## src/pkg/urx_regs.svh

```systemverilog
`ifndef URX_REGS_SVH
`define URX_REGS_SVH

// Byte offsets of the registers on the bus.
`define URX_OFS_STATUS 5'h00
`define URX_OFS_CTRLB 5'h04
`define URX_OFS_CTRLC 5'h08
`define URX_OFS_DATA 5'h0C

// Status register bit positions.
`define URX_ST_RXC 7
`define URX_ST_FE 4
`define URX_ST_DOR 3
`define URX_ST_UPE 2
`define URX_ST_U2X 1

// Control register B bit positions.
`define URX_CB_RXCIE 7
`define URX_CB_RXEN 4
`define URX_CB_RXB8 1

// Control register C bit positions and size field.
`define URX_CC_PEN 5
`define URX_CC_PODD 4
`define URX_CC_STOP 3
`define URX_CC_SIZE_HI 2

// Reset value of the character size field (eight bits).
`define URX_SIZE_RST 3'h3

// Samples per bit and first voting sample, normal and double speed.
`define URX_SPB_NORM 5'h10
`define URX_SPB_DBL 5'h08
`define URX_SF_NORM 5'h08
`define URX_SF_DBL 5'h04

// Bus responses.
`define URX_RESP_OK 2'h0
`define URX_RESP_ERR 2'h2
`endif

```

## src/pkg/urx_pkg.sv

```systemverilog
`default_nettype none
package urx_pkg;

    // Receive sequencer states.
    typedef enum logic [1:0] {
        RX_IDLE,
        RX_START,
        RX_BITS
    } urx_state_t;

endpackage
`default_nettype wire

```

## src/logic/urx_receiver.sv

```systemverilog
`timescale 1ns/1ns
`default_nettype none
`include "urx_regs.svh"
module urx_receiver
    import urx_pkg::*;
#(
    parameter int DEPTH = 2
) (
    input wire logic sys_clk,
    input wire logic rstn,
    input wire logic [4:0] s_axi_awaddr,
    input wire logic s_axi_awvalid,
    output logic s_axi_awready,
    input wire logic [31:0] s_axi_wdata,
    input wire logic [3:0] s_axi_wstrb,
    input wire logic s_axi_wvalid,
    output logic s_axi_wready,
    output logic [1:0] s_axi_bresp,
    output logic s_axi_bvalid,
    input wire logic s_axi_bready,
    input wire logic [4:0] s_axi_araddr,
    input wire logic s_axi_arvalid,
    output logic s_axi_arready,
    output logic [31:0] s_axi_rdata,
    output logic [1:0] s_axi_rresp,
    output logic s_axi_rvalid,
    input wire logic s_axi_rready,
    input wire logic sampleTick,
    input wire logic rxdPin,
    output logic rxPinOwned,
    output logic rxIrq
);

    localparam int PW = (DEPTH > 1) ? $clog2(DEPTH) : 1;
    localparam int CW = $clog2(DEPTH + 1);
    localparam logic [CW-1:0] DEPTH_C = CW'(DEPTH);

    // The pointers wrap naturally only for a power-of-two depth.
    if (DEPTH < 2 || (DEPTH & (DEPTH - 1)) != 0) begin : g_depth_check
        $error("DEPTH must be a power of two of at least 2.");
    end

    // Two-of-three vote.
    function automatic logic maj3(input logic a, input logic b, input logic c);
        return (a & b) | (a & c) | (b & c);
    endfunction

    // Data bits per character from the size field; unused codes mean eight.
    function automatic logic [3:0] dataBits(input logic [2:0] sz);
        case (sz)
            3'h0: return 4'h5;
            3'h1: return 4'h6;
            3'h2: return 4'h7;
            3'h7: return 4'h9;
            default: return 4'h8;
        endcase
    endfunction

    logic pinS1_q, pinS2_q, pinS3_q, rxLine_q, rxLine_d;
    logic u2x_q, rxcie_q, rxen_q, pen_q, podd_q, stopSel_q;
    logic [2:0] size_q;
    logic awready_q, wready_q, bvalid_q, arready_q, rvalid_q;
    logic [1:0] bresp_q, rresp_q;
    logic [31:0] rdata_q;
    logic [4:0] awAddr_q;
    logic [7:0] wByte_q;
    logic wStrb0_q;
    logic rxPinOwned_q, rxIrq_q;
    urx_state_t state_q;
    logic [4:0] cnt_q;
    logic [3:0] bitIdx_q;
    logic v1_q, v2_q, par_q, lost_q;
    logic [8:0] shift_q;
    logic [8:0] bufData_q [DEPTH];
    logic [2:0] bufFlags_q [DEPTH];
    logic [PW-1:0] wrPtr_q, rdPtr_q;
    logic [CW-1:0] count_q, count_d;
    logic pendValid_q;
    logic [8:0] pendData_q;
    logic [2:0] pendFlags_q;

    // Receive line filter: a change counts once the last two stages agree.
    assign rxLine_d = (pinS2_q == pinS3_q) ? pinS3_q : rxLine_q;

    // Three flip-flops on the pin; they reset to the idle level, so no false start
    // edge follows reset.
    always_ff @(posedge sys_clk) begin
        if (!rstn) begin
            pinS1_q <= 1'b1;
            pinS2_q <= 1'b1;
            pinS3_q <= 1'b1;
            rxLine_q <= 1'b1;
        end else begin
            pinS1_q <= rxdPin;
            pinS2_q <= pinS1_q;
            pinS3_q <= pinS2_q;
            rxLine_q <= rxLine_d;
        end
    end

    // Sample position decode for the current speed.
    wire logic [4:0] spb = u2x_q ? `URX_SPB_DBL : `URX_SPB_NORM;
    wire logic [4:0] sf = u2x_q ? `URX_SF_DBL : `URX_SF_NORM;
    wire logic [4:0] sf1 = sf + 5'h01;
    wire logic [4:0] sf2 = sf + 5'h02;
    wire logic [4:0] cntNext = (cnt_q == spb) ? 5'h01 : cnt_q + 5'h01;
    wire logic tick = sampleTick & rxen_q;
    wire logic isDec = tick && (cnt_q == sf2);
    wire logic vote = maj3(v1_q, v2_q, rxLine_q);
    wire logic [3:0] nData = dataBits(size_q);
    wire logic [3:0] nStop = nData + {3'h0, pen_q};
    wire logic isData = bitIdx_q < nData;
    wire logic isStop = bitIdx_q == nStop;

    // Frame events.
    wire logic startSeen = tick && state_q == RX_IDLE && !rxLine_q;
    wire logic startOk = isDec && state_q == RX_START && !vote;
    wire logic frameDone = isDec && state_q == RX_BITS && isStop;
    wire logic full = count_q == DEPTH_C;
    wire logic overrun = startOk && pendValid_q && full;

    // Parity mismatch, only counted while checking is enabled.
    // The parity settings are taken when the stop bit is decided.
    wire logic parErr = pen_q & ((^shift_q) ^ podd_q ^ par_q);
    wire logic [2:0] newFlags = {~vote, lost_q, parErr};

    // Recovery sequencer; a cleared enable abandons the frame at once.
    // The sample counter restarts at one on the first low sample of a start bit.
    always_ff @(posedge sys_clk) begin
        if (!rstn || !rxen_q) begin
            state_q <= RX_IDLE;
            cnt_q <= 5'h00;
        end else if (startSeen) begin
            state_q <= RX_START;
            cnt_q <= 5'h01;
        end else if (tick) begin
            cnt_q <= cntNext;
            if (state_q == RX_START && isDec) begin
                state_q <= vote ? RX_IDLE : RX_BITS;
            end else if (frameDone) begin
                state_q <= RX_IDLE;
            end
        end
    end

    // Centre samples and bit assembly.
    always_ff @(posedge sys_clk) begin
        if (!rstn) begin
            v1_q <= 1'b1;
            v2_q <= 1'b1;
            bitIdx_q <= 4'h0;
            shift_q <= 9'h000;
            par_q <= 1'b0;
        end else begin
            if (tick && cnt_q == sf) begin
                v1_q <= rxLine_q;
            end
            if (tick && cnt_q == sf1) begin
                v2_q <= rxLine_q;
            end
            if (startOk) begin
                bitIdx_q <= 4'h0;
                shift_q <= 9'h000;
            end else if (isDec && state_q == RX_BITS) begin
                bitIdx_q <= bitIdx_q + 4'h1;
                if (isData) begin
                    shift_q[bitIdx_q] <= vote;
                end else if (!isStop) begin
                    par_q <= vote;
                end
            end
        end
    end

    // Buffer movement: a waiting character goes first, then a new one.
    wire logic space = count_q < DEPTH_C;
    wire logic pushPend = pendValid_q & space;
    wire logic pushFrame = frameDone & space & ~pendValid_q;
    wire logic push = pushPend | pushFrame;
    wire logic [8:0] pushData = pushPend ? pendData_q : shift_q;
    wire logic [2:0] pushFlags = pushPend ? pendFlags_q : newFlags;
    wire logic rdHs = s_axi_arvalid & arready_q;
    wire logic rdIsData = {s_axi_araddr[4:2], 2'b00} == `URX_OFS_DATA;
    wire logic pop = rdHs & rdIsData & (count_q != '0);

    // Next fill count; a disabled receiver holds it at zero.
    always_comb begin
        count_d = count_q;
        if (!rxen_q) begin
            count_d = '0;
        end else begin
            count_d = count_q + CW'(push) - CW'(pop);
        end
    end

    // Buffer storage; flags travel with their character.
    always_ff @(posedge sys_clk) begin
        if (push) begin
            bufData_q[wrPtr_q] <= pushData;
            bufFlags_q[wrPtr_q] <= pushFlags;
        end
    end

    // Pointers and fill count; a cleared enable empties the buffer at once.
    always_ff @(posedge sys_clk) begin
        if (!rstn || !rxen_q) begin
            wrPtr_q <= '0;
            rdPtr_q <= '0;
            count_q <= '0;
        end else begin
            wrPtr_q <= wrPtr_q + PW'(push);
            rdPtr_q <= rdPtr_q + PW'(pop);
            count_q <= count_d;
        end
    end

    // Character left in the shift stage and the lost-frame marker.
    // An overrun drops the waiting character and marks the next stored one.
    // A waiting character always enters the buffer first to keep the order.
    always_ff @(posedge sys_clk) begin
        if (!rstn || !rxen_q) begin
            pendValid_q <= 1'b0;
            pendData_q <= 9'h000;
            pendFlags_q <= 3'h0;
            lost_q <= 1'b0;
        end else begin
            if (overrun) begin
                pendValid_q <= 1'b0;
                lost_q <= 1'b1;
            end else if (frameDone && !pushFrame) begin
                pendValid_q <= 1'b1;
                pendData_q <= shift_q;
                pendFlags_q <= newFlags;
                lost_q <= 1'b0;
            end else if (pushPend) begin
                pendValid_q <= 1'b0;
            end
            if (pushFrame) begin
                lost_q <= 1'b0;
            end
        end
    end

    // Head of the buffer as software sees it.
    wire logic rxc = count_q != '0;
    wire logic [2:0] headFlags = rxc ? bufFlags_q[rdPtr_q] : 3'h0;
    wire logic [8:0] headData = rxc ? bufData_q[rdPtr_q] : 9'h000;
    wire logic [7:0] stByte = (8'(rxc) << `URX_ST_RXC)
        | (8'(headFlags[2]) << `URX_ST_FE)
        | (8'(headFlags[1]) << `URX_ST_DOR)
        | (8'(headFlags[0]) << `URX_ST_UPE)
        | (8'(u2x_q) << `URX_ST_U2X);
    wire logic [7:0] cbByte = (8'(rxcie_q) << `URX_CB_RXCIE)
        | (8'(rxen_q) << `URX_CB_RXEN)
        | (8'(headData[8]) << `URX_CB_RXB8);
    wire logic [7:0] ccByte = (8'(pen_q) << `URX_CC_PEN)
        | (8'(podd_q) << `URX_CC_PODD)
        | (8'(stopSel_q) << `URX_CC_STOP)
        | {5'h00, size_q};
    // Read address decode; anything past the data word is refused.
    wire logic [4:0] rdOfs = {s_axi_araddr[4:2], 2'b00};
    wire logic rdMapped = rdOfs <= `URX_OFS_DATA;
    wire logic [7:0] rdByte = (rdOfs == `URX_OFS_STATUS) ? stByte
        : (rdOfs == `URX_OFS_CTRLB) ? cbByte
        : (rdOfs == `URX_OFS_CTRLC) ? ccByte
        : (rdOfs == `URX_OFS_DATA) ? headData[7:0] : 8'h00;

    // Read channel: one answer per address, taken in one cycle.
    always_ff @(posedge sys_clk) begin
        if (!rstn) begin
            arready_q <= 1'b1;
            rvalid_q <= 1'b0;
            rdata_q <= 32'h0000_0000;
            rresp_q <= `URX_RESP_OK;
        end else if (rdHs) begin
            arready_q <= 1'b0;
            rvalid_q <= 1'b1;
            rdata_q <= {24'h00_0000, rdByte};
            rresp_q <= rdMapped ? `URX_RESP_OK : `URX_RESP_ERR;
        end else if (rvalid_q && s_axi_rready) begin
            rvalid_q <= 1'b0;
            arready_q <= 1'b1;
        end
    end

    // Write channel: address and data are held until both have come.
    wire logic doWrite = !awready_q && !wready_q && !bvalid_q;
    wire logic wrLow = doWrite && wStrb0_q;
    wire logic wrCb = wrLow && awAddr_q == `URX_OFS_CTRLB;
    wire logic wrCc = wrLow && awAddr_q == `URX_OFS_CTRLC;
    wire logic wrSt = wrLow && awAddr_q == `URX_OFS_STATUS;
    wire logic wrMapped = awAddr_q <= `URX_OFS_DATA;

    always_ff @(posedge sys_clk) begin
        if (!rstn) begin
            awready_q <= 1'b1;
            wready_q <= 1'b1;
            bvalid_q <= 1'b0;
            bresp_q <= `URX_RESP_OK;
            awAddr_q <= 5'h00;
            wByte_q <= 8'h00;
            wStrb0_q <= 1'b0;
        end else begin
            if (s_axi_awvalid && awready_q) begin
                awready_q <= 1'b0;
                awAddr_q <= {s_axi_awaddr[4:2], 2'b00};
            end
            if (s_axi_wvalid && wready_q) begin
                wready_q <= 1'b0;
                wByte_q <= s_axi_wdata[7:0];
                wStrb0_q <= s_axi_wstrb[0];
            end
            if (doWrite) begin
                awready_q <= 1'b1;
                wready_q <= 1'b1;
                bvalid_q <= 1'b1;
                bresp_q <= wrMapped ? `URX_RESP_OK : `URX_RESP_ERR;
            end else if (bvalid_q && s_axi_bready) begin
                bvalid_q <= 1'b0;
            end
        end
    end

    // Control bits; status writes touch only the speed bit.
    always_ff @(posedge sys_clk) begin
        if (!rstn) begin
            u2x_q <= 1'b0;
            rxcie_q <= 1'b0;
            rxen_q <= 1'b0;
            pen_q <= 1'b0;
            podd_q <= 1'b0;
            stopSel_q <= 1'b0;
            size_q <= `URX_SIZE_RST;
        end else begin
            if (wrSt) begin
                u2x_q <= wByte_q[`URX_ST_U2X];
            end
            if (wrCb) begin
                rxcie_q <= wByte_q[`URX_CB_RXCIE];
                rxen_q <= wByte_q[`URX_CB_RXEN];
            end
            if (wrCc) begin
                pen_q <= wByte_q[`URX_CC_PEN];
                podd_q <= wByte_q[`URX_CC_PODD];
                stopSel_q <= wByte_q[`URX_CC_STOP];
                size_q <= wByte_q[`URX_CC_SIZE_HI:0];
            end
        end
    end

    // Pin ownership and the completion request; error flags take no part.
    always_ff @(posedge sys_clk) begin
        if (!rstn) begin
            rxPinOwned_q <= 1'b0;
            rxIrq_q <= 1'b0;
        end else begin
            rxPinOwned_q <= rxen_q;
            rxIrq_q <= rxcie_q && count_d != '0;
        end
    end

    // Every output comes straight from a register.
    assign s_axi_awready = awready_q;
    assign s_axi_wready = wready_q;
    assign s_axi_bvalid = bvalid_q;
    assign s_axi_bresp = bresp_q;
    assign s_axi_arready = arready_q;
    assign s_axi_rvalid = rvalid_q;
    assign s_axi_rdata = rdata_q;
    assign s_axi_rresp = rresp_q;
    assign rxPinOwned = rxPinOwned_q;
    assign rxIrq = rxIrq_q;

endmodule
`default_nettype wire

```

## config.mk

```make
export PLATFORM = sky130hd
export DESIGN_NAME = urx_receiver
export DESIGN_NICKNAME = d
export VERILOG_FILES = /design/src/pkg/urx_pkg.sv /design/src/logic/urx_receiver.sv
export VERILOG_INCLUDE_DIRS = /design/src /design/src/pkg
export SDC_FILE = /design/constraint.sdc
export NUM_CORES = 1
export LEC_CHECK = 0
export BUFFER_PORTS_ARGS = -buffer_cell sky130_fd_sc_hd__buf_2
export CORE_MARGIN = 4
export CORE_UTILIZATION = 45
export DETAILED_ROUTE_END_ITERATION = 7
export GPL_ROUTABILITY_DRIVEN = 0
export PLACE_DENSITY_LB_ADDON = 0.08
export SETUP_SLACK_MARGIN = 0.5
export SYNTH_ARGS = -nofsm -noshare
export SYNTH_HDL_FRONTEND = slang
export SYNTH_SLANG_ARGS = --single-unit
```

## constraint.sdc

```tcl
create_clock -name sys_clk -period 6.12 [get_ports sys_clk]
set_clock_uncertainty 0.15 [all_clocks]
set_input_delay 0 -clock sys_clk [delete_from_list [all_inputs] [get_ports sys_clk]]
set_output_delay 0 -clock sys_clk [all_outputs]
set_load 0.01 [all_outputs]
```

# [Yosys cells after proc, flatten, opt, wreduce, memory -nomap -nowiden]
# Memory sizes are Yosys's and may differ from the RTL's. A register that Yosys moved wholly into a read port is not among the register bits.
# Index checks and enable logic that the tools add are counted.
[totals] elab_cells=202 ramBits=24 input_bits=55 memories=2 register_bits=85
[classes] n_addsub=9 magnitude_cmp=6 bitwise_logic=32 n_reduce_logical=57 eq_ne=17 n_mux=39
[memory_table] memory="bufData_q" depth=2 word_bits=9 rd=1 rd_ports_with_merged_regs=1 wr=1 line_no="urx_receiver.sv:74" source="logic [8:0] bufData_q [DEPTH];"
[memory_table] memory="bufFlags_q" depth=2 word_bits=3 rd=1 rd_ports_with_merged_regs=1 wr=1 line_no="urx_receiver.sv:75" source="logic [2:0] bufFlags_q [DEPTH];"
[op_table] operator="$mux 8" count=4
[op_table] operator="$logic_and 1x1->1" count=24
[op_table] operator="$mux 1" count=19
[op_table] operator="$mux 9" count=2
[op_table] operator="$or 8x2->8" count=2
[op_table] operator="$or 8x5->8" count=2
[op_table] operator="$pmux 4 s4" count=1
[op_table] operator="$reduce_bool 2->1" count=8
[op_table] operator="$eq 5x5->1" count=3
[op_table] operator="$eq 3x2->1 const B" count=4
[op_table] operator="$mux 2" count=6
[op_table] operator="$and 1x1->1" count=11
[op_table] operator="$le 5x4->1 const B" count=2
[op_table] operator="$logic_not 5->1" count=2
[op_table] operator="$mux 5" count=2
[op_table] operator="$reduce_or 2->1" count=5
[op_table] operator="$bwmux 9" count=1
[op_table] operator="$eq 3x1->1 const B" count=3
[op_table] operator="$reduce_xor 9->1" count=1
[op_table] operator="$logic_not 1->1" count=8
[op_table] operator="$or 8x3->8" count=1
[op_table] operator="$or 8x4->8" count=1
[op_table] operator="$reduce_and 2->1" count=4
[op_table] operator="$not 1->1" count=7
[op_table] operator="31 further kinds" count=37

# [Longest topological paths before layout]
# Gate-level depths: netlist of run 1.
[depth] ltp_word=14 depth_mapped=17

# [Worst setup path after synthesis of run 1]
# No wires, ideal clock.
[synth_timing] path_type="reg-to-reg" startpoint="register size_q[2]" endpoint="register rxIrq_q (netlist: rxIrq)" setup_ns=0.115 t_required_ns=5.855 stages_incl_launch_ff=16 path_buffers=0 path_slack_ns=2.765 arrival_time_ns=3.090 synth_period_minus_slack_ns=3.355 cell_sequence="dfxtp_1 > or2_2 > nand2_1 > ha_1 > maj3_1 > or3_1 > a211oi_1 > a21oi_1 > or2_2 > ha_1 > inv_1 > ha_1 > xor2_1 > xnor2_1 > nor2_1 > o21a_1"
[synth_between] elab_chain_cells=13 word_cells_on_any_way=16 classes_between="3 x add/sub; 4 x eq/ne; 2 x mux; 3 x bitwise; 4 x reduce/logical"
[synth_rtl] item="from (decl)" line_no="urx_receiver.sv:61" source="logic [2:0] size_q;"
[synth_rtl] item="from (signal assigned)" line_no="urx_receiver.sv:333" source="size_q <= `URX_SIZE_RST;"
[synth_rtl] item="from (signal assigned)" line_no="urx_receiver.sv:346" source="size_q <= wByte_q[`URX_CC_SIZE_HI:0];"
[synth_rtl] item="$eq 3x3->1, or another cell as far along" line_no="urx_receiver.sv:50" source="case (sz)"
[synth_rtl] item="$pmux 4 s4 (*)" line_no="urx_receiver.sv:50"
[synth_rtl] item="$add 4x1->4 (*)" line_no="urx_receiver.sv:111" source="wire logic [3:0] nStop = nData + {3'h0, pen_q};"
[synth_rtl] item="$eq 4x4->1 (*)" line_no="urx_receiver.sv:113" source="wire logic isStop = bitIdx_q == nStop;"
[synth_rtl] item="$logic_and 1x1->1 (*)" line_no="urx_receiver.sv:118" source="wire logic frameDone = isDec && state_q == RX_BITS && isStop;"
[synth_rtl] item="$and 1x1->1 (*) (2 in series)" line_no="urx_receiver.sv:178" source="wire logic pushFrame = frameDone & space & ~pendValid_q;"
[synth_rtl] item="$or 1x1->1 (*)" line_no="urx_receiver.sv:179" source="wire logic push = pushPend | pushFrame;"
[synth_rtl] item="$add 2x1->2 (*)" line_no="urx_receiver.sv:192" source="count_d = count_q + CW'(push) - CW'(pop);"
[synth_rtl] item="$sub 2x1->2 (*)" line_no="urx_receiver.sv:192"
[synth_rtl] item="$mux 2 (*)" line_no="urx_receiver.sv:189" source="if (!rxen_q) begin"
[synth_rtl] item="$reduce_bool 2->1 (*)" line_no="urx_receiver.sv:358" source="rxIrq_q <= rxcie_q && count_d != '0;"
[synth_rtl] item="$logic_and 1x1->1 (*)" line_no="urx_receiver.sv:358"
[synth_rtl] item="to (signal assigned)" line_no="urx_receiver.sv:355" source="rxIrq_q <= 1'b0;"
[synth_rtl] item="to (signal assigned)" line_no="urx_receiver.sv:358"
[synth_rtl] item="to (decl)" line_no="urx_receiver.sv:68" source="logic rxPinOwned_q, rxIrq_q;"
# Every way passes the cells marked *; elsewhere a longest branch is shown, timed or not.
# A chain may end at the register's enable or synchronous reset.

# [Final worst setup path of run 1]
# Ends and elaborated chain as after synthesis.

==> results of run 1 <==
[stage by stage]
| step | cell area (µm²) | hold WS, ps | setup slack (ps) | cells | util [%] |
|---|---|---|---|---|---|
| 4_1_cts | 5789 | 14.05 | 2245 | 733 | 53.17 |
| 2_1_floorplan | 5124 | -48.53 | 2765 | 552 | - |
| 3_5_place_dp | 5209 | 38.19 | 2263 | 681 | 47.84 |
| 3_3_place_gp | 5209 | 33.87 | 2322 | 681 | 47.84 |
| 6_report | 5789 | 12.96 | 2264 | 733 | 53.17 |
| 5_1_grt | 5789 | 52.54 | 1973 | 733 | 53.17 |
[power by group through the flow]
stage / logic, mW / registers, mW / clock network (mW)
final: 0.0797 / 0.731 / 0.471
after global routing: 0.0889 / 0.734 / 0.513
after CTS: 0.0787 / 0.731 / 0.482
after detailed placement: 0.0608 / 0.748 / 0
after global placement: 0.0598 / 0.747 / 0
after floorplan: 0.0495 / 0.748 / 0
[synth_stat cells (3+ instances only)]
| library cell | n |
|---|---|
| dfxtp_1 | 82 |
| nand2_1 | 51 |
| a21oi_1 | 43 |
| nor2_1 | 36 |
| mux2i_1 | 30 |
| buf_4 | 26 |
| edfxtp_1 | 24 |
| nand3_1 | 23 |
| o21ai_0 | 23 |
| clkbuf_1 | 21 |
| ha_1 | 17 |
| xnor2_1 | 16 |
| inv_1 | 14 |
| nand4_1 | 13 |
| nand2b_1 | 12 |
| nor3_1 | 11 |
| mux2_2 | 10 |
| nor4b_1 | 8 |
| a211oi_1 | 6 |
| xor2_1 | 6 |
| nand3b_1 | 5 |
| buf_1 | 4 |
| o22ai_1 | 4 |
| a31oi_1 | 3 |
| nor2b_1 | 3 |
| o21a_1 | 3 |
| o21ai_1 | 3 |
| or2_2 | 3 |
| or3_1 | 3 |
[routing by layer]
metal | vias to the layer above | share of wire, % | global-route usage (%)
met5 | - | 0 | 0
met4 | 0 | 1.4 | 5.689
met3 | 12 | 4.7 | 3.024
met2 | 76 | 47 | 29.41
met1 | 1827 | 47 | 23.76
li1 | 1919 | - | -
[path summary, 6_finish.rpt]
path	cells after the start	slack (ps)	end	startpoint
worst min-delay path	3	10	s_axi_rvalid$_SDFFE_PN0P_	s_axi_arvalid
worst max register to register	16	2260	rxIrq$_SDFF_PN0_	size_q[2]$_SDFFE_PN0P_
worst max-delay path	16	2260	rxIrq$_SDFF_PN0_	size_q[2]$_SDFFE_PN0P_
worst min register to register	1	270	pinS2_q$_SDFF_PN1_	pinS1_q$_SDFF_PN1_
[cells in the final DEF (no fill, tap or decap), types with 16 or more instances in the layout]
master	n
edfxtp_1	24
conb_1	26
nand2_1	51
xnor2_1	16
buf_2	39
o21ai_0	23
mux2i_1	30
dfxtp_1	82
a21oi_1	43
ha_1	17
dlygate4sd3_1	36
nor2_1	36
nand3_1	23
[repair_timing]
item                                   CTS  global route
hold buffers                            36             0
endpoints found under the hold margin   36             0
resized for setup                        0             0
setup endpoints to repair                0             0
[critical path, cell delays in order (launching register included)]
cell and delay [ps]:
dfxtp_1 530, or2_2 190, nand2_1 50, ha_1 200, maj3_1 360, or3_1 330
a211oi_1 250, buf_4 230, a21oi_1 100, or2_2 320, ha_1 270, inv_1 40
ha_1 170, xor2_1 150, xnor2_1 160, nor2_1 70, o21a_1 200
[flip-flops by register name, indices dropped and copies added, names as in the netlist, 2 cells and up]
name / cells
wByte_q: 7
shift_q: 9
state_q: 2
pendData_q: 9
bufData_q: 18
count_q: 2
bitIdx_q: 4
s_axi_rdata: 8
size_q: 3
cnt_q: 5
awAddr_q: 3
pendFlags_q: 3
bufFlags_q: 6
[cell families after synthesis]
group	Yosys count	share of synthesized area, %
AOI/OAI and AO/OA	96	11.32
buffers and inverters	66	7.015
DFF	106	46.97
xor gates and xnor gates	23	4.278
adders and majority gates	19	4.627
and+or+nand+nor	176	17.51
muxes	40	8.209
other	1	0.07456
[final cells by class]
class,instances,share of cell area (%)
Multi-Input combinational cell,380,41.60
Sequential cell,106,40.80
Timing Repair Buffer,77,9.855
Tap cell,140,3.026
Clock buffer,11,2.810
Clock inverter,5,0.9942
Inverter,14,0.9077
==> results.yml, run 1 <==
run_status:
  status: "complete, no violations"
synth:
  ys_ff_latch: 106
  synthDistinctLibCells: 50
  avgSynthCellArea_um2: 9.544
  syn-instance-count: 527
  seq_area_frac_synth_pct: 46.97
  ys.flop_type: "dfxtp_1"
  yosys_warnings: 0
  synth_top_area_share_pct: 32.64
  synthTopCellsByArea: "dfxtp_1, edfxtp_1, mux2i_1, a21oi_1, ha_1"
  syn_area_um2: 5030
  async_flop_share_pct: 0
  synth_edf_count: 24
  synth_top_area_cell: "dfxtp_1"
run:
  maxCapViolCount: 0
pwr:
  power_frac_clock_pct: 36.7
  power_density_nw_per_um2: 221.5
  power_switching_uw: 295.9
  power_leakage_nw: 2.207
  swShare_pct: 23.08
  internal-power_uw: 986.4
  seqPwrFrac_pct: 57.0
  combPwrFrac_pct: 6.2
  power_mw: 1.282
  vdd_ir_drop_max_uv: 125.5
worst_setup_path:
  arrival_ps: 3980
  critPathLaunchType: "register"
  worstPathRequired_ps: 6240
  crit_fanout: 12
  endpoint_kind: "register"
  path_class: "reg2reg"
detailed_routing:
  vias: 3834
  firstDrtPassIters: 4
  wire_per_inst_um: 14.84
  drc: 0
  avgViaCountPerCell: 5.231
  ant_nets: 0
  totalWireLength_um: 10880
  initialDrtViolationCount: 211
cts:
  clock_path_buffers: 2
  clock_latency_ps: 370
  clk_pin_slew_worst_paths_ps: 110
  cts-root-buf: "clkbuf_8"
  cts_tree: "built"
  post-cts-setup-buffers: 0
  htreeDepth: 3
  cts_inserted_buffers: 9
  clkSinkCount: 106
floorplanning:
  fp.dieH_um: 113.7
  rows: 38
  core-area_um2: 10890
  initial_core_util_pct: 46.20
  pin_count: 98
  die_area_um2: 12930
  die_x_um: 113.7
global_routing:
  grt_max_degree: 30
  grt_pass1_wl_um: 18430
  gr-total-overflow: 0
  antenna_found_initial: 0
  grt_pass1_vias: 3781
  grtUsageTotal_pct: 17.77
sta:
  hold_viol: 0
  rsz0062_at_grt: "false"
  max_freq_mhz: 259.4
  final_max_slew_viol_count: 0
  fin_tns_setup_ps: 0
  tightest_slew_ps: 850.1
  maxSlewHeadroom_pct: 43.15
  setup_violations: 0
  layout_min_cycle_time_ps: 3856
  finalCritPeriodShare_pct: 63.00
final_layout:
  multi_input_area_um2: 2409
  num_antenna_cells: 0
  drive_above_1_share_pct: 12.48
  area_growth_pct: 15.10
  nets: 660
  fillCellCount: 1011
  seqCellArea_um2: 2362
placed_design:
  numPortBuffers: 39
  dp_hpwl_um: 7469
worst_hold_path:
  hp-class: "in2reg"
Note: power is estimated with default switching activity, not from simulation.
==> inputs of run 2 (changes only) <==
==> constraint.sdc (replaced) <==
create_clock -name sys_clk -period 3.98 [get_ports sys_clk]
set_clock_uncertainty 0.15 [all_clocks]
set_input_delay 0 -clock sys_clk [delete_from_list [all_inputs] [get_ports sys_clk]]
set_output_delay 0 -clock sys_clk [all_outputs]
set_load 0.01 [all_outputs]
==> run 2 against run 1 <==
Critical path depth fell by 1. Fmax rose by 16%. Worst hold slack got worse by 2.5 ps. Combinational power rose by 54%. Die area did not move. Sequential power rose by 53%. Via count rose by 0.76%. Final area rose by 1.4%. Flip-flop and latch count did not move. Utilization rose by 0.76 points. Critical endpoint unchanged. Largest power group unchanged.
==> results.yml, run 2 (synthesis results as in run 1) <==
run_status:
  status: "complete, no violations"
final_layout:
  stdcell_area_um2: 5872
  top_register: "bufData_q"
  finish.utilization_pct: 53.93
  drive_above_1_share_pct: 15.17
  reg.largest.list: "bufData_q: 18 flops, pendData_q: 9 flops, shift_q: 9 flops"
  final_common_cell: "dfxtp_1"
  largest_reg_flops: 18
  num_antenna_cells: 0
  area_growth_pct: 16.74
  final_cell_mix: "dfxtp_1, nand2_1, a21oi_1, buf_2"
  fin_cells: 740
  nets: 667
cts:
  clkSinkCount: 106
  clk_pin_slew_worst_paths_ps: 100
  cts-root-buf: "clkbuf_8"
  clock_latency_ps: 360
  htreeDepth: 3
  cts_inserted_buffers: 9
  clock_path_buffers: 2
  cts_tree: "built"
sta:
  hold_viol: 0
  fin_tns_setup_ps: 0
  setup_violations: 0
  max_freq_mhz: 302.1
  tightest_slew_ps: 815.1
  setup_ws_ps: 670.1
  finalCritPeriodShare_pct: 83.16
  layout_min_cycle_time_ps: 3310
  timing.hold.ws_ps: 10.42
  maxSlewHeadroom_pct: 45.46
  final_max_slew_viol_count: 0
  rsz0062_at_grt: "false"
detailed_routing:
  drc: 0
  totalWireLength_um: 11080
  initialDrtViolationCount: 251
  ant_nets: 0
  avgViaCountPerCell: 5.220
  vias: 3863
  firstDrtPassIters: 4
  wire_per_inst_um: 14.97
pwr:
  swShare_pct: 24.44
  vdd_ir_drop_max_uv: 228.0
  seqPwrFrac_pct: 60.7
  combPwrFrac_pct: 6.7
  power_leakage_nw: 2.210
  power_switching_uw: 452.1
  power_density_nw_per_um2: 315.0
  power_mw: 1.850
  power_frac_clock_pct: 32.6
  internal-power_mw: 1.397
worst_setup_path:
  crit_family: "adder cells"
  endpoint_kind: "register"
  crit_top_cell: "ha_4"
  crit_chain: "or2_2 -> nand2_1 -> ha_4 -> maj3_2 -> or3_4 -> a211oi_4 -> a21oi_2 -> or2_4 -> ha_4 -> inv_1 -> ha_1 -> xor2_1 -> xnor2_1 -> nor2_1 -> o21a_1"
  slowest_delay_ps: 390
  arrival_ps: 3420
  path_buf_inv: 1
  worstPathRequired_ps: 4090
  crit_slowest_cell: "dfxtp_4"
  path_class: "reg2reg"
  crit_fanout: 7
  critPathLaunchType: "register"
placed_design:
  placed_cells: 682
  pre_cts_slack_ps: 365.8
  numPortBuffers: 39
  dp_hpwl_um: 7583
  place_area_um2: 5216
global_routing:
  grt_use_met3_pct: 3.448
  grtUsageTotal_pct: 17.49
  grt_busiest_layer: "met2"
  grt_max_degree: 30
  grt_pass1_vias: 3659
  antenna_found_initial: 0
  gr-total-overflow: 0
  met2_usage_pct: 28.70
  gr-usage-met1_pct: 24.04
  grt_pass1_wl_um: 18200
run:
  maxCapViolCount: 0
worst_hold_path:
  hp-class: "in2reg"
floorplanning:
  pin_count: 98
  die_area_um2: 12930
  core-area_um2: 10890
  initial_core_util_pct: 46.20
  rows: 38
  die_x_um: 113.7
  fp.dieH_um: 113.7
==> run 2: changes by cell type in the layout (fill, tap and decap cells not counted), sizes merged <==
cell,change
bufinv,-1
buf,+7
clkbuf,-2
clkinvlp,+3
==> run 2: layout make-up <==
cell class	instances	area, µm²
Timing Repair Buffer	84	623.1
Clock buffer	9	123.9
Multi-Input combinational cell	380	2471
Clock inverter	7	52.55
Sequential cell	106	2374
Fill cell	992	5016
Tap cell	140	175.2
Inverter	14	52.55
==> run 2: power groups by stage <==
stage	Sequential (mW)	Combinational, mW	Clock, mW
2_1_floorplan	1.15	0.0761	0
3_3_place_gp	1.15	0.0926	0
3_5_place_dp	1.15	0.0939	0
4_1_cts	1.12	0.122	0.625
5_1_grt	1.13	0.137	0.670
6_report	1.12	0.123	0.603
==> run 2: final timing paths <==
kind | start | end | slack [ps] | cells after the start
setup / recovery | size_q[2]$_SDFFE_PN0P_ | rxIrq$_SDFF_PN0_ | 670 | 15
hold / removal | s_axi_araddr[3] | s_axi_rdata[1]$_SDFFE_PN0P_ | 10 | 5
setup reg to reg | size_q[2]$_SDFFE_PN0P_ | rxIrq$_SDFF_PN0_ | 670 | 15
hold reg to reg | pinS1_q$_SDFF_PN1_ | pinS2_q$_SDFF_PN1_ | 270 | 1
==> run 2: per-layer routing <==
metal  vias to the layer above  share of wire (%)
met5                         -                  0
met4                         0               0.99
met3                        11                3.8
met2                        79                 47
met1                      1829                 49
li1                       1944                  -
==> run 2: tightest hold or removal path: cells and delay by family <==
family | cells | cell delay [ps]
buffers and inverters | 1 | 120
AND/OR/NAND/NOR | 2 | 190
AO/OA/AOI/OAI | 2 | 160
==> run 2: repair_timing <==
item                                   in CTS  in global routing
hold buffers                               36                  0
gates cloned                                0                  0
pin swaps                                   0                  6
resized for setup                           5                 11
buffers inserted                            0                  6
endpoints found under the hold margin      34                  0
setup endpoints to repair                   2                  2
==> inputs of run 3 (changes only) <==
--- a/config.mk
+++ b/config.mk
@@ -6,6 +6,7 @@
 export SDC_FILE = /design/constraint.sdc
 export NUM_CORES = 1
 export LEC_CHECK = 0
+export ABC_AREA = 1
 export BUFFER_PORTS_ARGS = -buffer_cell sky130_fd_sc_hd__buf_2
 export CORE_MARGIN = 4
 export CORE_UTILIZATION = 45
==> constraint.sdc (replaced) <==
create_clock -name sys_clk -period 2.7 [get_ports sys_clk]
set_clock_uncertainty 0.15 [all_clocks]
set_input_delay 0 -clock sys_clk [delete_from_list [all_inputs] [get_ports sys_clk]]
set_output_delay 0 -clock sys_clk [all_outputs]
set_load 0.01 [all_outputs]
==> run 3 against run 2 <==
Register-to-register slack worse by 610 ps. Clock power is 120% higher. Final area is 12% higher. Via count rose by 20%. Fmax grew 25%. Combinational power is 54% higher. Sequential power is 48% higher. Cell count rose by 27%. Worst hold slack better by 220 ps. Largest power group unchanged. Sequential share of layout area down 4.4 points.
==> results.yml, run 3 <==
final_layout:
  drive_above_1_share_pct: 17.06
  reg.largest.list: "bufData_q: 18 flops, pendData_q: 9 flops, shift_q: 9 flops"
  fillCellCount: 997
  nets: 864
  area_growth_pct: 26.40
  largest_reg_flops: 18
  finish.utilization_pct: 59.26
  final_common_cell: "nand2_1"
  final_cell_mix: "nand2_1, nor2_1, inv_1, dfxtp_1, o21ai_0"
  num_antenna_cells: 0
  top_register: "bufData_q"
global_routing:
  grt_max_degree: 31
  antenna_found_initial: 0
  grtUsageTotal_pct: 20.10
  grt_pass1_vias: 4364
  grt_pass1_wl_um: 20960
  gr-total-overflow: 0
pwr:
  power_density_nw_per_um2: 487.3
  seqPwrFrac_pct: 51.9
  internal-power_mw: 2.479
  swShare_pct: 22.51
  vdd_ir_drop_max_uv: 546.9
  power_leakage_nw: 2.844
  combPwrFrac_pct: 5.9
  power_frac_clock_pct: 42.2
  power_switching_uw: 720.0
placed_design:
  pre_cts_slack_ps: -91.34
  numPortBuffers: 39
  dp_hpwl_um: 8661
sta:
  maxSlewHeadroom_pct: 63.55
  layout_min_cycle_time_ps: 2642
  hold_viol: 0
  rsz0062_at_grt: "true"
  final_max_slew_viol_count: 0
  max_freq_mhz: 378.5
  setup_violations: 0
  setup_ws_ps: 58.23
  tightest_slew_ps: 544.7
  finalCritPeriodShare_pct: 97.84
synth:
  avgSynthCellArea_um2: 7.516
  synthTopCellsByArea: "dfxtp_1, edfxtp_1, nand2_1, nor2_1, inv_1"
  ys_ff_latch: 106
  yosys.area_share.simple_pct: 25.58
  syn-instance-count: 691
  synth_compound_area_share_pct: 11.85
  synth_top_cells_by_count: "nand2_1, nor2_1, dfxtp_1, inv_1, o21ai_0"
  synth_top_area_cell: "dfxtp_1"
  synth_top_family_by_area: "simple AND/OR/NAND/NOR gates"
  synth_edf_count: 24
  synth-xor-area-share_pct: 1.180
  synthDistinctLibCells: 36
  synthMuxAreaShare_pct: 0.3854
  post-synth-top-count-cell: "nand2_1"
  seq_area_frac_synth_pct: 45.48
  ys.flop_type: "dfxtp_1"
  synthAdderAreaFrac_pct: 4.095
  synth_top_area_share_pct: 31.61
  async_flop_share_pct: 0
  syn_area_um2: 5194
  yosys_warnings: 0
run:
  maxCapViolCount: 0
worst_setup_path:
  rrSetupSlack_ps: 60
  path_class: "reg2reg"
  worstPathRequired_ps: 2800
  r2r_end: "rxIrq$_SDFF_PN0_"
  crit_slowest_cell: "dfxtp_2"
  slowest_delay_ps: 340
  critical_path.startpoint: "size_q[0]$_SDFFE_PN1P_"
  r2r-start: "size_q[0]$_SDFFE_PN1P_"
  arrival_ps: 2740
  crit_fanout: 4
  endpoint_kind: "register"
  critPathLaunchType: "register"
  crit_chain: "inv_2 -> nand2_2 -> and2_4 -> ha_4 -> ha_4 -> nand2_2 -> inv_1 -> nor2_1 -> nand2_1 -> nand2_1 -> nand2_2 -> nor2_4 -> nand3_2 -> nand2_2 -> inv_2 -> ha_4 -> inv_2 -> ha_4 -> inv_2 -> nor2_2 -> o21a_1"
  reg2reg_depth: 21
  crit_path_end: "rxIrq$_SDFF_PN0_"
detailed_routing:
  ant_nets: 0
  initialDrtViolationCount: 272
  totalWireLength_um: 12980
  avgViaCountPerCell: 4.964
  drc: 0
  vias: 4651
  firstDrtPassIters: 4
  wire_per_inst_um: 13.85
cts:
  cts_tree: "built"
  cts-root-buf: "clkbuf_16"
  cts_inserted_buffers: 9
  clkSinkCount: 106
  clock_latency_ps: 350
  clock_path_buffers: 2
  clk_pin_slew_worst_paths_ps: 70
  htreeDepth: 3
worst_hold_path:
  hp-class: "in2reg"
  whs_path_depth: 3
floorplanning:
  die_x_um: 115.4
  fp.dieH_um: 115.4
  pin_count: 98
  rows: 38
  initial_core_util_pct: 46.88
  core-area_um2: 11080
  die_area_um2: 13320
run_status:
  status: "complete, no violations"
run 3: how the worst min path moves through the flow:
stage / startpoint / end / slack (ps)
2_1_floorplan: rxdPin / pinS1_q$_SDFF_PN1_ / -40
3_3_place_gp: rxdPin / pinS1_q$_SDFF_PN1_ / 40
3_5_place_dp: rxdPin / pinS1_q$_SDFF_PN1_ / 60
4_1_cts: rxdPin / pinS1_q$_SDFF_PN1_ / 220
5_1_grt: rxdPin / pinS1_q$_SDFF_PN1_ / 240
6_report: rxdPin / pinS1_q$_SDFF_PN1_ / 230
run 3: cell type report:
class / count / area (µm²) / share of cell area (%)
Clock buffer: 11 / 242.7 / 3.697
Sequential cell: 106 / 2367 / 36.06
Tap cell: 140 / 175.2 / 2.668
Multi-Input combinational cell: 486 / 2544 / 38.75
Clock inverter: 5 / 61.31 / 0.9339
Timing Repair Buffer: 104 / 855.8 / 13.04
Inverter: 85 / 319.1 / 4.860
run 3: worst max-delay path, delay by kind of cell (launching register included):
kind | cells | cell delay [ps]
adder cells (fa/ha/maj) | 4 | 800
buffers and inverters | 5 | 240
AND/OR/NAND/NOR | 11 | 840
AO/OA/AOI/OAI | 1 | 190
flip-flops | 1 | 340
run 3: routing by layer:
layer | track usage, % | wire (µm)
met4 | 4.930 | 122
met3 | 4.648 | 568
met2 | 35.03 | 6371
met5 | 0 | 0
met1 | 25.28 | 5916
run 3: timing repair:
item	4_1_cts	5_1_grt
hold buffers	33	0
setup buffers	6	3
setup endpoints to repair	52	64
resized for setup	29	16
endpoints found under the hold margin	35	0
pin swaps	14	6
gates cloned	3	2
run 3: kinds of logic (layout without fill, tap and decap cells):
| kind of cell | Yosys count | in the layout |
|---|---|---|
| adders and majority gates | 17 | 17 |
| buffers and inverters | 127 | 205 |
| DFF | 106 | 106 |
| AOI/OAI and AO/OA | 114 | 117 |
| other | 1 | 26 |
| xor gates and xnor gates | 7 | 7 |
| and+or+nand+nor | 317 | 317 |
| muxes | 2 | 2 |
run 3: power by group through the flow:
| stage | Sequential (mW) | Clock (mW) | Combinational [mW] |
|---|---|---|---|
| 6_report | 1.66 | 1.35 | 0.190 |
| 5_1_grt | 1.66 | 1.45 | 0.212 |
| 4_1_cts | 1.66 | 1.38 | 0.183 |
| 3_5_place_dp | 1.69 | 0 | 0.140 |
| 3_3_place_gp | 1.69 | 0 | 0.137 |
| 2_1_floorplan | 1.70 | 0 | 0.113 |
run 3: through the flow:
stage	power [mW]	std cells	setup TNS [ps]	instance area, µm²	hold slack, ps
after floorplan	1.809	716	-29.95	5311	-43.42
after global placement	1.831	874	-27.12	5594	36.46
after detailed placement	1.834	874	-91.34	5594	62.28
after CTS	3.224	932	0	6465	221.0
after global routing	3.319	937	-1550	6565	236.8
final	3.199	937	0	6565	227.4
